<file path="src/common/usw_regs.vh">
// register map, field positions and timing constants of the suspend/wakeup/stall controller
`ifndef USW_REGS_VH
`define USW_REGS_VH
// register indices; byte address is four times the index
`define USW_IDX_ENDPOINT_STALL 5'h09
`define USW_IDX_ENDPOINT_IRQ_FLAG 5'h0b
`define USW_IDX_ENDPOINT_IRQ_ENABLE 5'h0c
`define USW_IDX_USB_IRQ_FLAG 5'h0d
`define USW_IDX_USB_IRQ_ENABLE 5'h0e
`define USW_IDX_USB_CONTROL 5'h0f
`define USW_IDX_CPU_CONTROL 5'h10
// endpoint stall register fields
`define USW_BIT_STALL_EP0_IN 0
`define USW_BIT_STALL_EP0_OUT 1
`define USW_BIT_STALL_EP1_OUT 2
`define USW_BIT_STALL_EP2_IN 3
`define USW_BIT_STALL_EP3_IN 4
`define USW_BIT_STALL_STATUS 5
`define USW_BIT_STATUS_ACK 6
// endpoint irq fields
`define USW_BIT_SETUP_AVAIL 5
// usb irq fields
`define USW_BIT_OSC_READY 0
`define USW_BIT_WAKEUP_DONE 1
// usb control fields
`define USW_BIT_REMOTE_WAKEUP 2
`define USW_BIT_POWER_DOWN 4
`define USW_BIT_CHIP_RESET 5
`define USW_BIT_HOST_OSC_START 7
// cpu control fields
`define USW_BIT_CPU_IRQ_EN 0
// reset value of every register
`define USW_RESET_BYTE 8'h00
// bus responses
`define USW_RESP_OKAY 2'h0
`define USW_RESP_DECERR 2'h3
// timing
`define USW_CLK_KHZ 125000
`define USW_J_IDLE_MS 5
`define USW_K_DRIVE_MS 10
// the two intervals above counted in clk_sys cycles
`define USW_J_IDLE_CYC 21'h98968
`define USW_K_DRIVE_CYC 21'h1312d0
`endif

</file>
<file path="src/hw/usw_ctrl.v">
// suspend, power-down, remote wakeup and endpoint stall control with an axi4-lite register slave
//
// Added by the designer: the register offsets and register access over AXI4-Lite.
`timescale 1ns/10ps
`default_nettype none
`include "usw_regs.vh"

// Functional notes
// - power-down is entered only on a rising edge of the power-down bit
// - power-down stops the oscillator, watches D+, accepts only control register writes
// - clearing power-down restarts oscillator; oscillator-ready flag rises once stable
// - D+ activity wakes from power-down only when host oscillator start is enabled
// - wakeup-done enable, cleared by all resets, read-only while powered down
// - wakeup-done flag set when K interval ends; write one clears; all resets clear
// - remote wakeup bit starts signalling; only power-on clears; writable in power-down
// - wait 5 ms idle J, drive K 10 ms, release bus, set done flag
// - wakeup requested from power-down waits for stable oscillator before signalling
// - clearing remote wakeup during K still completes the full K interval
// - remote wakeup left set repeats 5 ms J then 10 ms K
// - stall bit 0 stalls endpoint 0 IN; SETUP and resets clear it
// - stall bit 1 stalls endpoint 0 OUT; SETUP and resets clear it
// - stall bit 2 stalls endpoint 1 OUT; cleared by cpu or reset
// - stall bit 3 stalls endpoint 2 IN; cleared by cpu or reset
// - stall bit 4 stalls endpoint 3 IN; not cleared by SETUP
// - stall bit 5 stalls status stage; SETUP and resets clear it
// - status stage answered with NAK until ack or stall bit set
// - setup-available enable, cleared by all resets, read-only while powered down
module usw_ctrl #(
  parameter ADDR_W = 8,
  parameter CNT_W = 21,
  parameter [CNT_W-1:0] J_IDLE_CYC = `USW_J_IDLE_CYC,
  parameter [CNT_W-1:0] K_DRIVE_CYC = `USW_K_DRIVE_CYC
) (
  input wire clk_sys,
  input wire reset_n,
  input wire [ADDR_W-1:0] s_axi_awaddr,
  input wire s_axi_awvalid,
  output reg s_axi_awready,
  input wire [31:0] s_axi_wdata,
  input wire [3:0] s_axi_wstrb,
  input wire s_axi_wvalid,
  output reg s_axi_wready,
  output reg [1:0] s_axi_bresp,
  output reg s_axi_bvalid,
  input wire s_axi_bready,
  input wire [ADDR_W-1:0] s_axi_araddr,
  input wire s_axi_arvalid,
  output reg s_axi_arready,
  output reg [31:0] s_axi_rdata,
  output reg [1:0] s_axi_rresp,
  output reg s_axi_rvalid,
  input wire s_axi_rready,
  input wire busReset,
  input wire setupToken,
  input wire setupDataAvail,
  input wire oscStablePin,
  input wire dplusIn,
  output reg dplusOut,
  output reg dplusOe,
  output reg dminusOut,
  output reg dminusOe,
  output reg oscillatorRun,
  output reg [5:0] endpointStall,
  output reg statusStageAck,
  output reg statusStageNak,
  output reg lowPower,
  output reg irqOut
);
  localparam [3:0] ST_IDLE = 4'h1;
  localparam [3:0] ST_OSC_WAIT = 4'h2;
  localparam [3:0] ST_J_IDLE = 4'h4;
  localparam [3:0] ST_K_DRIVE = 4'h8;

  reg [2:0] oscSync;
  reg [2:0] dplusSync;
  reg oscStable;
  reg dplusLevel;
  reg dplusPrev;
  reg oscillatorReady;
  reg oscReadyPrev;
  reg powerDownPrev;

  reg [7:0] endpointStallReg;
  reg setupAvailFlag;
  reg setupAvailIrqEnable;
  reg oscReadyFlag;
  reg wakeupDoneFlag;
  reg oscReadyIrqEnable;
  reg wakeupDoneIrqEnable;
  reg remoteWakeupRequest;
  reg powerDownBit;
  reg chipResetBit;
  reg hostActivityOscStartEn;
  reg cpuIrqEnable;

  reg [3:0] wakeState;
  reg [CNT_W-1:0] wakeCount;
  reg wakeDonePulse;

  reg awHeld;
  reg wHeld;
  reg [4:0] awIndex;
  reg awMapped;
  reg [7:0] wByte;
  reg wLane0;

  wire softReset = chipResetBit | busReset;
  wire writeNow = awHeld & wHeld & ~s_axi_bvalid;
  wire writeByte = writeNow & awMapped & wLane0;
  // power-down leaves only the control registers writable
  wire writeAllowed = ~lowPower;
  wire wrStall = writeByte & writeAllowed & (awIndex == `USW_IDX_ENDPOINT_STALL);
  wire wrEpFlag = writeByte & writeAllowed & (awIndex == `USW_IDX_ENDPOINT_IRQ_FLAG);
  wire wrEpEn = writeByte & writeAllowed & (awIndex == `USW_IDX_ENDPOINT_IRQ_ENABLE);
  wire wrUsbFlag = writeByte & writeAllowed & (awIndex == `USW_IDX_USB_IRQ_FLAG);
  wire wrUsbEn = writeByte & writeAllowed & (awIndex == `USW_IDX_USB_IRQ_ENABLE);
  wire wrCtl = writeByte & (awIndex == `USW_IDX_USB_CONTROL);
  wire wrCpu = writeByte & (awIndex == `USW_IDX_CPU_CONTROL);

  function mapped;
    input [4:0] idx;
    begin
      mapped = (idx == `USW_IDX_ENDPOINT_STALL) | (idx == `USW_IDX_ENDPOINT_IRQ_FLAG) |
        (idx == `USW_IDX_ENDPOINT_IRQ_ENABLE) | (idx == `USW_IDX_USB_IRQ_FLAG) |
        (idx == `USW_IDX_USB_IRQ_ENABLE) | (idx == `USW_IDX_USB_CONTROL) |
        (idx == `USW_IDX_CPU_CONTROL);
    end
  endfunction

  wire [4:0] arIndex = s_axi_araddr[6:2];
  wire arMapped = mapped(arIndex) && (s_axi_araddr[ADDR_W-1:7] == 0) && (s_axi_araddr[1:0] == 2'h0);

  reg [7:0] readByte;
  always @* begin
    readByte = `USW_RESET_BYTE;
    case (arIndex)
      `USW_IDX_ENDPOINT_STALL: readByte = endpointStallReg;
      `USW_IDX_ENDPOINT_IRQ_FLAG: readByte[`USW_BIT_SETUP_AVAIL] = setupAvailFlag;
      `USW_IDX_ENDPOINT_IRQ_ENABLE: readByte[`USW_BIT_SETUP_AVAIL] = setupAvailIrqEnable;
      `USW_IDX_USB_IRQ_FLAG: begin
        readByte[`USW_BIT_OSC_READY] = oscReadyFlag;
        readByte[`USW_BIT_WAKEUP_DONE] = wakeupDoneFlag;
      end
      `USW_IDX_USB_IRQ_ENABLE: begin
        readByte[`USW_BIT_OSC_READY] = oscReadyIrqEnable;
        readByte[`USW_BIT_WAKEUP_DONE] = wakeupDoneIrqEnable;
      end
      `USW_IDX_USB_CONTROL: begin
        readByte[`USW_BIT_REMOTE_WAKEUP] = remoteWakeupRequest;
        readByte[`USW_BIT_POWER_DOWN] = powerDownBit;
        readByte[`USW_BIT_CHIP_RESET] = chipResetBit;
        readByte[`USW_BIT_HOST_OSC_START] = hostActivityOscStartEn;
      end
      `USW_IDX_CPU_CONTROL: readByte[`USW_BIT_CPU_IRQ_EN] = cpuIrqEnable;
      default: readByte = `USW_RESET_BYTE;
    endcase
  end

  // axi4-lite slave: address and data taken in either order, response after both
  always @(posedge clk_sys) begin
    if (!reset_n) begin
      s_axi_awready <= 1'b1;
      s_axi_wready <= 1'b1;
      s_axi_bvalid <= 1'b0;
      s_axi_bresp <= `USW_RESP_OKAY;
      s_axi_arready <= 1'b1;
      s_axi_rvalid <= 1'b0;
      s_axi_rdata <= 32'h00000000;
      s_axi_rresp <= `USW_RESP_OKAY;
      awHeld <= 1'b0;
      wHeld <= 1'b0;
      awIndex <= 5'h00;
      awMapped <= 1'b0;
      wByte <= 8'h00;
      wLane0 <= 1'b0;
    end else begin
      if (s_axi_awvalid && s_axi_awready) begin
        awHeld <= 1'b1;
        s_axi_awready <= 1'b0;
        awIndex <= s_axi_awaddr[6:2];
        awMapped <= mapped(s_axi_awaddr[6:2]) && (s_axi_awaddr[ADDR_W-1:7] == 0) &&
          (s_axi_awaddr[1:0] == 2'h0);
      end
      if (s_axi_wvalid && s_axi_wready) begin
        wHeld <= 1'b1;
        s_axi_wready <= 1'b0;
        wByte <= s_axi_wdata[7:0];
        wLane0 <= s_axi_wstrb[0];
      end
      if (writeNow) begin
        awHeld <= 1'b0;
        wHeld <= 1'b0;
        s_axi_bvalid <= 1'b1;
        s_axi_bresp <= awMapped ? `USW_RESP_OKAY : `USW_RESP_DECERR;
      end
      if (s_axi_bvalid && s_axi_bready) begin
        s_axi_bvalid <= 1'b0;
        s_axi_awready <= 1'b1;
        s_axi_wready <= 1'b1;
      end
      if (s_axi_arvalid && s_axi_arready) begin
        s_axi_arready <= 1'b0;
        s_axi_rvalid <= 1'b1;
        s_axi_rdata <= {24'h000000, arMapped ? readByte : 8'h00};
        s_axi_rresp <= arMapped ? `USW_RESP_OKAY : `USW_RESP_DECERR;
      end
      if (s_axi_rvalid && s_axi_rready) begin
        s_axi_rvalid <= 1'b0;
        s_axi_arready <= 1'b1;
      end
    end
  end

  // pin synchronisers; a level counts once stages two and three agree
  always @(posedge clk_sys) begin
    if (!reset_n) begin
      oscSync <= 3'h0;
      dplusSync <= 3'h7;
      oscStable <= 1'b0;
      dplusLevel <= 1'b1;
      dplusPrev <= 1'b1;
    end else begin
      oscSync <= {oscSync[1:0], oscStablePin};
      dplusSync <= {dplusSync[1:0], dplusIn};
      if (oscSync[1] == oscSync[2])
        oscStable <= oscSync[2];
      if (dplusSync[1] == dplusSync[2])
        dplusLevel <= dplusSync[2];
      dplusPrev <= dplusLevel;
    end
  end

  // power-down and oscillator control
  always @(posedge clk_sys) begin
    if (!reset_n) begin
      powerDownPrev <= 1'b0;
      lowPower <= 1'b0;
      oscillatorRun <= 1'b1;
      oscillatorReady <= 1'b0;
      oscReadyPrev <= 1'b0;
    end else begin
      powerDownPrev <= powerDownBit;
      if (powerDownBit && !powerDownPrev) begin
        lowPower <= 1'b1;
        oscillatorRun <= 1'b0;
      end else if (lowPower && !powerDownBit) begin
        lowPower <= 1'b0;
        oscillatorRun <= 1'b1;
      end else if (lowPower && hostActivityOscStartEn && (dplusLevel != dplusPrev)) begin
        lowPower <= 1'b0;
        oscillatorRun <= 1'b1;
      end
      oscillatorReady <= oscStable & oscillatorRun;
      oscReadyPrev <= oscillatorReady;
    end
  end

  // remote wakeup signalling
  always @(posedge clk_sys) begin
    if (!reset_n) begin
      wakeState <= ST_IDLE;
      wakeCount <= {CNT_W{1'b0}};
      wakeDonePulse <= 1'b0;
      dplusOut <= 1'b1;
      dplusOe <= 1'b0;
      dminusOut <= 1'b0;
      dminusOe <= 1'b0;
    end else begin
      wakeDonePulse <= 1'b0;
      case (wakeState)
        ST_IDLE: begin
          wakeCount <= {CNT_W{1'b0}};
          if (remoteWakeupRequest)
            wakeState <= oscillatorReady ? ST_J_IDLE : ST_OSC_WAIT;
        end
        ST_OSC_WAIT: begin
          if (!remoteWakeupRequest)
            wakeState <= ST_IDLE;
          else if (oscillatorReady)
            wakeState <= ST_J_IDLE;
        end
        ST_J_IDLE: begin
          if (!remoteWakeupRequest) begin
            wakeState <= ST_IDLE;
          end else if (!dplusLevel) begin
            wakeCount <= {CNT_W{1'b0}};
          end else if (wakeCount == J_IDLE_CYC - 1'b1) begin
            wakeCount <= {CNT_W{1'b0}};
            wakeState <= ST_K_DRIVE;
            dplusOut <= 1'b0;
            dminusOut <= 1'b1;
            dplusOe <= 1'b1;
            dminusOe <= 1'b1;
          end else begin
            wakeCount <= wakeCount + 1'b1;
          end
        end
        ST_K_DRIVE: begin
          // request bit is not sampled until the interval is over
          if (wakeCount == K_DRIVE_CYC - 1'b1) begin
            wakeCount <= {CNT_W{1'b0}};
            wakeDonePulse <= 1'b1;
            dplusOut <= 1'b1;
            dminusOut <= 1'b0;
            dplusOe <= 1'b0;
            dminusOe <= 1'b0;
            wakeState <= remoteWakeupRequest ? ST_J_IDLE : ST_IDLE;
          end else begin
            wakeCount <= wakeCount + 1'b1;
          end
        end
        default: wakeState <= ST_IDLE;
      endcase
    end
  end

  // software registers; hardware set wins over a same-cycle write-one clear, soft reset wins over both
  reg [7:0] next_stall;
  always @* begin
    next_stall = endpointStallReg;
    if (wrStall)
      next_stall = {1'b0, wByte[6:0]};
    if (setupToken) begin
      next_stall[`USW_BIT_STALL_EP0_IN] = 1'b0;
      next_stall[`USW_BIT_STALL_EP0_OUT] = 1'b0;
      next_stall[`USW_BIT_STALL_STATUS] = 1'b0;
      next_stall[`USW_BIT_STATUS_ACK] = 1'b0;
    end
    if (softReset)
      next_stall = `USW_RESET_BYTE;
  end

  always @(posedge clk_sys) begin
    if (!reset_n) begin
      endpointStallReg <= `USW_RESET_BYTE;
      endpointStall <= 6'h00;
      statusStageAck <= 1'b0;
      statusStageNak <= 1'b1;
      setupAvailFlag <= 1'b0;
      setupAvailIrqEnable <= 1'b0;
      oscReadyFlag <= 1'b0;
      wakeupDoneFlag <= 1'b0;
      oscReadyIrqEnable <= 1'b0;
      wakeupDoneIrqEnable <= 1'b0;
      remoteWakeupRequest <= 1'b0;
      powerDownBit <= 1'b0;
      chipResetBit <= 1'b0;
      hostActivityOscStartEn <= 1'b0;
      cpuIrqEnable <= 1'b0;
      irqOut <= 1'b0;
    end else begin
      endpointStallReg <= next_stall;
      endpointStall <= next_stall[5:0];
      statusStageAck <= next_stall[`USW_BIT_STATUS_ACK];
      statusStageNak <= ~(next_stall[`USW_BIT_STATUS_ACK] | next_stall[`USW_BIT_STALL_STATUS]);
      if (wrCtl) begin
        remoteWakeupRequest <= wByte[`USW_BIT_REMOTE_WAKEUP];
        powerDownBit <= wByte[`USW_BIT_POWER_DOWN];
        chipResetBit <= wByte[`USW_BIT_CHIP_RESET];
        hostActivityOscStartEn <= wByte[`USW_BIT_HOST_OSC_START];
      end
      if (wrCpu)
        cpuIrqEnable <= wByte[`USW_BIT_CPU_IRQ_EN];
      if (softReset) begin
        setupAvailIrqEnable <= 1'b0;
        oscReadyIrqEnable <= 1'b0;
        wakeupDoneIrqEnable <= 1'b0;
        setupAvailFlag <= 1'b0;
        oscReadyFlag <= 1'b0;
        wakeupDoneFlag <= 1'b0;
      end else begin
        if (wrEpEn)
          setupAvailIrqEnable <= wByte[`USW_BIT_SETUP_AVAIL];
        if (wrUsbEn) begin
          oscReadyIrqEnable <= wByte[`USW_BIT_OSC_READY];
          wakeupDoneIrqEnable <= wByte[`USW_BIT_WAKEUP_DONE];
        end
        if (setupDataAvail)
          setupAvailFlag <= 1'b1;
        else if (wrEpFlag && wByte[`USW_BIT_SETUP_AVAIL])
          setupAvailFlag <= 1'b0;
        if (oscillatorReady && !oscReadyPrev)
          oscReadyFlag <= 1'b1;
        else if (wrUsbFlag && wByte[`USW_BIT_OSC_READY])
          oscReadyFlag <= 1'b0;
        if (wakeDonePulse)
          wakeupDoneFlag <= 1'b1;
        else if (wrUsbFlag && wByte[`USW_BIT_WAKEUP_DONE])
          wakeupDoneFlag <= 1'b0;
      end
      irqOut <= cpuIrqEnable & ((setupAvailFlag & setupAvailIrqEnable) | (oscReadyFlag & oscReadyIrqEnable) |
        (wakeupDoneFlag & wakeupDoneIrqEnable));
    end
  end
endmodule
`default_nettype wire

</file>
<file path="config.mk">
export PLATFORM = sky130hd
export DESIGN_NAME = usw_ctrl
export DESIGN_NICKNAME = d
export VERILOG_FILES = /design/src/hw/usw_ctrl.v
export VERILOG_INCLUDE_DIRS = /design/src /design/src/common
export SDC_FILE = /design/constraint.sdc
export NUM_CORES = 1
export LEC_CHECK = 0
export BUFFER_PORTS_ARGS = -buffer_cell sky130_fd_sc_hd__buf_2
export CORE_UTILIZATION = 45
export DETAILED_ROUTE_END_ITERATION = 6
export PLACE_DENSITY = 0.7
export SETUP_SLACK_MARGIN = 0.02
export SYNTH_ARGS = -nofsm -noshare
export SYNTH_HDL_FRONTEND = slang
export SYNTH_SLANG_ARGS = --single-unit
</file>
<file path="constraint.sdc">
create_clock -name clk_sys -period 3.04 [get_ports clk_sys]
set_input_delay 0.152 -clock clk_sys [delete_from_list [all_inputs] [get_ports clk_sys]]
set_output_delay 0.152 -clock clk_sys [all_outputs]
set_load 0.02 [all_outputs]
</file>
==> impl_metrics.ini, run 1 <==
[run_status]
result_of_the_run = complete, no violations

[logic_synthesis]
ys.warnings.count = 0
synth_top_area_share_pct = 42.78
netlist_area_um2 = 4399
async_flop_share_pct = 0
synth_edf_count = 0
syn-mean-instance-area_um2 = 8.526
netlist.top_cell.by_area = dfxtp_1
yosys_most_used_dff = dfxtp_1
synthTopCellsByCount = dfxtp_1 (94), nand2_1 (69), nor2_1 (55), a21oi_1 (32), buf_4 (28)
netlist_instances = 516
post_synth_num_cell_types = 62
synth_seq_area_share_pct = 42.78
synthMostInstantiatedCell = dfxtp_1
yosys-top-cells-area = dfxtp_1 (43%), nand2_1 (5.9%), buf_4 (4.8%)
ys_ff_latch = 94

[setup_path]
crit_path_max_fanout = 16
worstSetupEndpointType = flip-flop
type_of_origin_of_the_critical_path = flip-flop
critPathRequiredTime_ns = 3.26
timing_worst_setup_path_type = reg -> reg
critical_path_arrival_ns = 2.54

[clock_network]
cts_made_buffers = 9
worstSkewPairLatency_ns = 0.36
h-tree-depth = 3
worst_setup_hold_path_clk_slew_ns = 0.10
clock_tree_from_tritoncts = built
clock_sink_count = 94
ctsResizeCount = 0
cts_buffer_depth = 2
cts_root_buf = clkbuf_8

[placed_design]
dp.cells = 690
port-buffer-count = 68
placed_cell_area_um2 = 4701
dp_hpwl_um = 6864
place.gp.congestion = 0.8272

[global_route]
globalRouteOverflowTotal = 0
grtUsageTotal_pct = 20.15
grt_first_pass_wirelength_um = 16230
grt_max_degree = 41
initial_antenna_violation_count = 0
grt_pass1_vias = 3509

[flow_run]
drv.max_cap_violation_count = 0

[die]
top_level_ports = 120
floorplan.die.width_um = 100.9
initial_utilization_pct = 46.94
die_y_um = 100.9
fp.dieArea_um2 = 10180
placeableCoreArea_um2 = 9371
fp-row-count = 35

[timing]
final.setup_skew_ns = 0.01080
whs_ns = 0.01544
timing.final.crit_share_pct = 76.21
slew_viol_final = 0
fin_setup_tns_ns = 0
final_hold_viol_count = 0
worst_pin_slew_ns = 0.7041
setup_repair_after_global_routing_missed_its_margin = no
relSlewSlack_pct = 52.67
final_period_minus_worst_setup_slack_ns = 2.317
setup_violations = 0
max_freq_mhz = 431.6

[pwr]
share_clk_of_total_power_pct = 30.6
pwr-share-seq_pct = 51.7
internal_power_w = 0.001760
total_switching_power_w = 0.0008387
power.density_cell_area_nw_per_um2 = 523.2
power.static_leakage_nw = 1.913
power.share.combinational_pct = 17.6
switching_share_pct = 32.27
irDropWorstVdd_uv = 244.5

[routing]
routed-via-count = 3711
starting_drt_drc_count = 170
detail_route.wirelength_um = 9511
remaining_drc_errors = 0
wl_per_cell_um = 13.32
avgViaCountPerCell = 5.197
antenna_left = 0
drt-pass1-iter-count = 5

[final_layout]
finalInstanceArea_um2 = 4967
antennaDiodeCount = 0
num-nets-final = 645
post_route_cells_drive_above_1_share_pct = 17.09
final_cells = 714
areaGrowthSynthToFinish_pct = 12.91

[hold_path]
holdCritPathClass = in -> reg
## per-stage QoR
stage | total power [W] | util, % | worst slack, ns
floorplan | 0.001740 | - | 1.165
global placement | 0.001809 | 50.16 | 0.8521
detailed placement | 0.001821 | 50.16 | 0.7377
CTS | 0.002622 | 53.00 | 0.7115
global route | 0.002731 | 53.00 | 0.5807
finish | 0.002599 | 53.00 | 0.7232
## cell families after synthesis
kind of cell               synth area share [%]
buffers and inverters                     8.219
muxes                                     4.351
other                                   0.08524
AOI/OAI and AO/OA                         13.51
adders and majority gates                0.2844
and+or+nand+nor                           27.19
DFF                                       42.78
xor gates and xnor gates                  3.584
## placed cells by master (no fill, tap or decap), drive strengths merged, types with 3 or more instances in the layout
cell / Yosys / routed
nand4: 7 / 7
and3: 3 / 3
xnor2: 14 / 14
and2: 11 / 11
buf: 34 / 71
nand3: 14 / 14
nand2b: 12 / 12
dfxtp: 94 / 94
o21ai: 19 / 19
nor2: 55 / 55
o31ai: 3 / 3
inv: 14 / 18
nor3: 16 / 16
nor4: 15 / 15
nand3b: 6 / 6
mux2i: 18 / 18
conb: 1 / 24
a21oi: 32 / 32
nor2b: 3 / 3
nor4b: 3 / 3
and4bb: 3 / 3
clkinv: 0 / 3
dlygate4sd3: 0 / 8
o221ai: 3 / 3
xor2: 4 / 4
a22oi: 5 / 5
clkbuf: 15 / 9
nand2: 69 / 69
and4: 5 / 5
o31a: 4 / 4
## area by class of cell
cell class	count	area (um2)
multi-input cells	382	2242
well taps	129	161.4
repair buffers	79	442.9
flip-flops and latches	94	1882
clock buffers	9	123.9
fillers	900	4404
inverters	14	52.55
clock inverters	7	62.56
## what timing repair did
action / 4_1_cts / 5_1_grt
hold buffers: 8 / 0
endpoints found under the setup margin: 0 / 0
endpoints found under the hold margin: 10 / 0
buffers inserted: 0 / 0
## worst max-delay path, stage by stage, from the launching register on
cell,delay (ns)
dfxtp_1,0.39
ha_1,0.20
and4bb_2,0.24
nand4_1,0.18
o21a_1,0.34
o31ai_4,0.68
nor2_1,0.14
## power groups by stage
stage          combinational (W)  sequential, W  clock (W)
6_report                0.000458        0.00134   0.000796
5_1_grt                 0.000509        0.00135   0.000869
4_1_cts                 0.000460        0.00134   0.000821
3_5_place_dp            0.000451        0.00137          0
3_3_place_gp            0.000442        0.00137          0
2_1_floorplan           0.000405        0.00133          0
## worst paths after layout
check / depth (start not counted) / from / endpoint / slack [ns]
worst max-delay path: 6 / wakeCount[0]$_SDFFE_PN0P_ / wakeCount[5]$_SDFFE_PN0P_ / 0.72
worst min-delay path: 3 / s_axi_wstrb[0] / wLane0$_SDFFE_PN0P_ / 0.02
worst max register to register: 6 / wakeCount[0]$_SDFFE_PN0P_ / wakeCount[5]$_SDFFE_PN0P_ / 0.72
worst min register to register: 1 / dplusSync[0]$_SDFF_PN1_ / dplusSync[1]$_SDFF_PN1_ / 0.42
## flip-flops by register name (all words and copies together) (netlist names), 3 cells and up
name           flops
wakeCount         21
s_axi_rdata        8
wByte              8
awIndex            5
endpointStall      5
wakeState          4
dplusSync          3
oscSync            3
## metal layers
| metal | routed length (um) | global-route usage (%) | vias up |
|---|---|---|---|
| li1 | - | - | 1896 |
| met1 | 4613 | 26.58 | 1706 |
| met2 | 4407 | 33.30 | 102 |
| met3 | 411 | 2.913 | 7 |
| met4 | 79 | 7.915 | 0 |
| met5 | 0 | 0 | - |
No activity file was read; power rests on OpenSTA's default activity.
==> inputs of run 2 (changes only) <==
==> constraint.sdc (replaced) <==
create_clock -name clk_sys -period 2.35 [get_ports clk_sys]
set_input_delay 0.1175 -clock clk_sys [delete_from_list [all_inputs] [get_ports clk_sys]]
set_output_delay 0.1175 -clock clk_sys [all_outputs]
set_load 0.02 [all_outputs]
==> impl_metrics.ini, run 2 (synthesized netlist as in run 1, its figures left out) <==
[routing]
antenna_left = 0
starting_drt_drc_count = 131
remaining_drc_errors = 0
detail_route.wirelength_um = 9654
wl_per_cell_um = 13.33
routed-via-count = 3803
avgViaCountPerCell = 5.253
drt-pass1-iter-count = 4

[setup_path]
r2r-end = wakeState[2]$_SDFFE_PN0P_
timing.critical_path.slowest_stage_cell = dfxtp_1
critical_path_arrival_ns = 2.32
crit_path_cell_trace = ha_1 -> and4bb_2 -> nand4_1 -> o21ai_0 -> o211ai_1 -> o2111a_1
type_of_origin_of_the_critical_path = flip-flop
timing_worst_setup_path_type = reg -> reg
crit_path_max_fanout = 4
critical_path.reg2reg.startpoint = wakeCount[0]$_SDFFE_PN0P_
max_stage_delay_ns = 0.39
worstSetupEndpointType = flip-flop
reg2reg_slack_ns = 0.28
critPathRequiredTime_ns = 2.60
reg2regPathDepth = 6

[timing]
slew_viol_final = 0
fin_setup_tns_ns = 0
setup_violations = 0
final_hold_viol_count = 0
final_period_minus_worst_setup_slack_ns = 2.073
setup_repair_after_global_routing_missed_its_margin = no
whs_ns = 0.01542
timing.final.crit_share_pct = 88.21
final.setup_skew_ns = 0.01192
max_freq_mhz = 482.4

[hold_path]
holdPathEnd = wByte[6]$_SDFFE_PN0P_
worst_hold_startpoint = s_axi_wdata[6]
timing.hold.worst_path_depth = 3
holdCritPathClass = in -> reg

[clock_network]
worstSkewPairLatency_ns = 0.35
cts_buffer_depth = 2
post_cts_buffers = 0
clock_tree_from_tritoncts = built
ctsResizeCount = 0
cts_made_buffers = 9
worst_setup_hold_path_clk_slew_ns = 0.10
h-tree-depth = 3
clock_sink_count = 94
cts-hold-fix-buffers = 14
cts_root_buf = clkbuf_8

[die]
floorplan.die.width_um = 100.9
fp-row-count = 35
initial_utilization_pct = 46.94
fp.dieArea_um2 = 10180
die_y_um = 100.9
placeableCoreArea_um2 = 9371
top_level_ports = 120

[global_route]
globalRouteOverflowTotal = 0
grt_use_met1_pct = 26.51
grt.busiest_layer = met2
global_route.usage.met2_pct = 32.98
grtUsageTotal_pct = 19.97
initial_antenna_violation_count = 0
grt_pass1_vias = 3521
groute.layer.met3.usage_pct = 2.705
grt_max_degree = 41
grt_first_pass_wirelength_um = 16260

[pwr]
total_switching_power_w = 0.001052
share_clk_of_total_power_pct = 33.2
internal_power_w = 0.002487
pwr-share-seq_pct = 49.3
irDropWorstVdd_uv = 382.1
power.share.combinational_pct = 17.5
power.static_leakage_nw = 1.964
switching_share_pct = 29.73
power.density_cell_area_nw_per_um2 = 695.0

[final_layout]
largest_register_ffs = 21
antennaDiodeCount = 0
most-common-layout-cells = dfxtp_1 (94), nand2_1 (69), buf_2 (68)
num-nets-final = 655
areaGrowthSynthToFinish_pct = 15.76
utilization_pct = 54.34
reg_top3 = wakeCount (21), s_axi_rdata (8), wByte (8)
regMostFlops = wakeCount
post_route_cells_drive_above_1_share_pct = 17.48
layout.cells.most_common = dfxtp_1

[placed_design]
port-buffer-count = 68
dp_hpwl_um = 6904
place.gp.congestion = 0.8457

[flow_run]
drv.max_cap_violation_count = 0

[run_status]
result_of_the_run = complete, no violations
run 2: stage by stage:
| step | area, um2 | power (W) | std cells | setup WS, ns |
|---|---|---|---|---|
| after floorplan | 4486 | 0.002251 | 539 | 0.4749 |
| after global placement | 4731 | 0.002350 | 694 | 0.3635 |
| after detailed placement | 4731 | 0.002375 | 694 | 0.3073 |
| after CTS | 5092 | 0.003553 | 724 | 0.2902 |
| after global routing | 5092 | 0.003709 | 724 | 0.1414 |
| final | 5092 | 0.003539 | 724 | 0.2771 |
run 2: area by class of cell:
type | count | area [um2]
well taps | 129 | 161.4
clock buffers | 9 | 123.9
inverters | 14 | 52.55
clock inverters | 7 | 97.59
repair buffers | 89 | 533.0
multi-input cells | 382 | 2242
fillers | 886 | 4279
flip-flops and latches | 94 | 1882
run 2: worst max path at each step:
stage	start	end
floorplan	wakeCount[0]$_SDFFE_PN0P_	wakeCount[11]$_SDFFE_PN0P_
finish	wakeCount[0]$_SDFFE_PN0P_	wakeState[2]$_SDFFE_PN0P_
CTS	wakeCount[0]$_SDFFE_PN0P_	wakeCount[15]$_SDFFE_PN0P_
global placement	wakeCount[0]$_SDFFE_PN0P_	wakeCount[12]$_SDFFE_PN0P_
detailed placement	wakeCount[0]$_SDFFE_PN0P_	wakeCount[15]$_SDFFE_PN0P_
global route	wakeCount[0]$_SDFFE_PN0P_	wakeCount[15]$_SDFFE_PN0P_
run 2: per-layer routing:
metal	part of all wire, %	vias to the layer above
met5	0	-
met4	1.8	0
met3	4.4	15
met2	46	112
met1	48	1772
li1	-	1904
run 2: power by group through the flow:
stage | Sequential [W] | Combinational, W | Clock (W)
global route | 0.00175 | 0.000696 | 0.00126
global placement | 0.00177 | 0.000581 | 0
CTS | 0.00174 | 0.000619 | 0.00120
floorplan | 0.00173 | 0.000524 | 0
finish | 0.00174 | 0.000621 | 0.00118
detailed placement | 0.00178 | 0.000600 | 0
run 2: worst max-delay path: cells and delay by family, from the launching register on:
kind / cells / cell delay (ns)
AO/OA/AOI/OAI: 3 / 0.95
adder cells (fa/ha/maj): 1 / 0.21
flip-flops: 1 / 0.39
AND/OR/NAND/NOR: 2 / 0.41
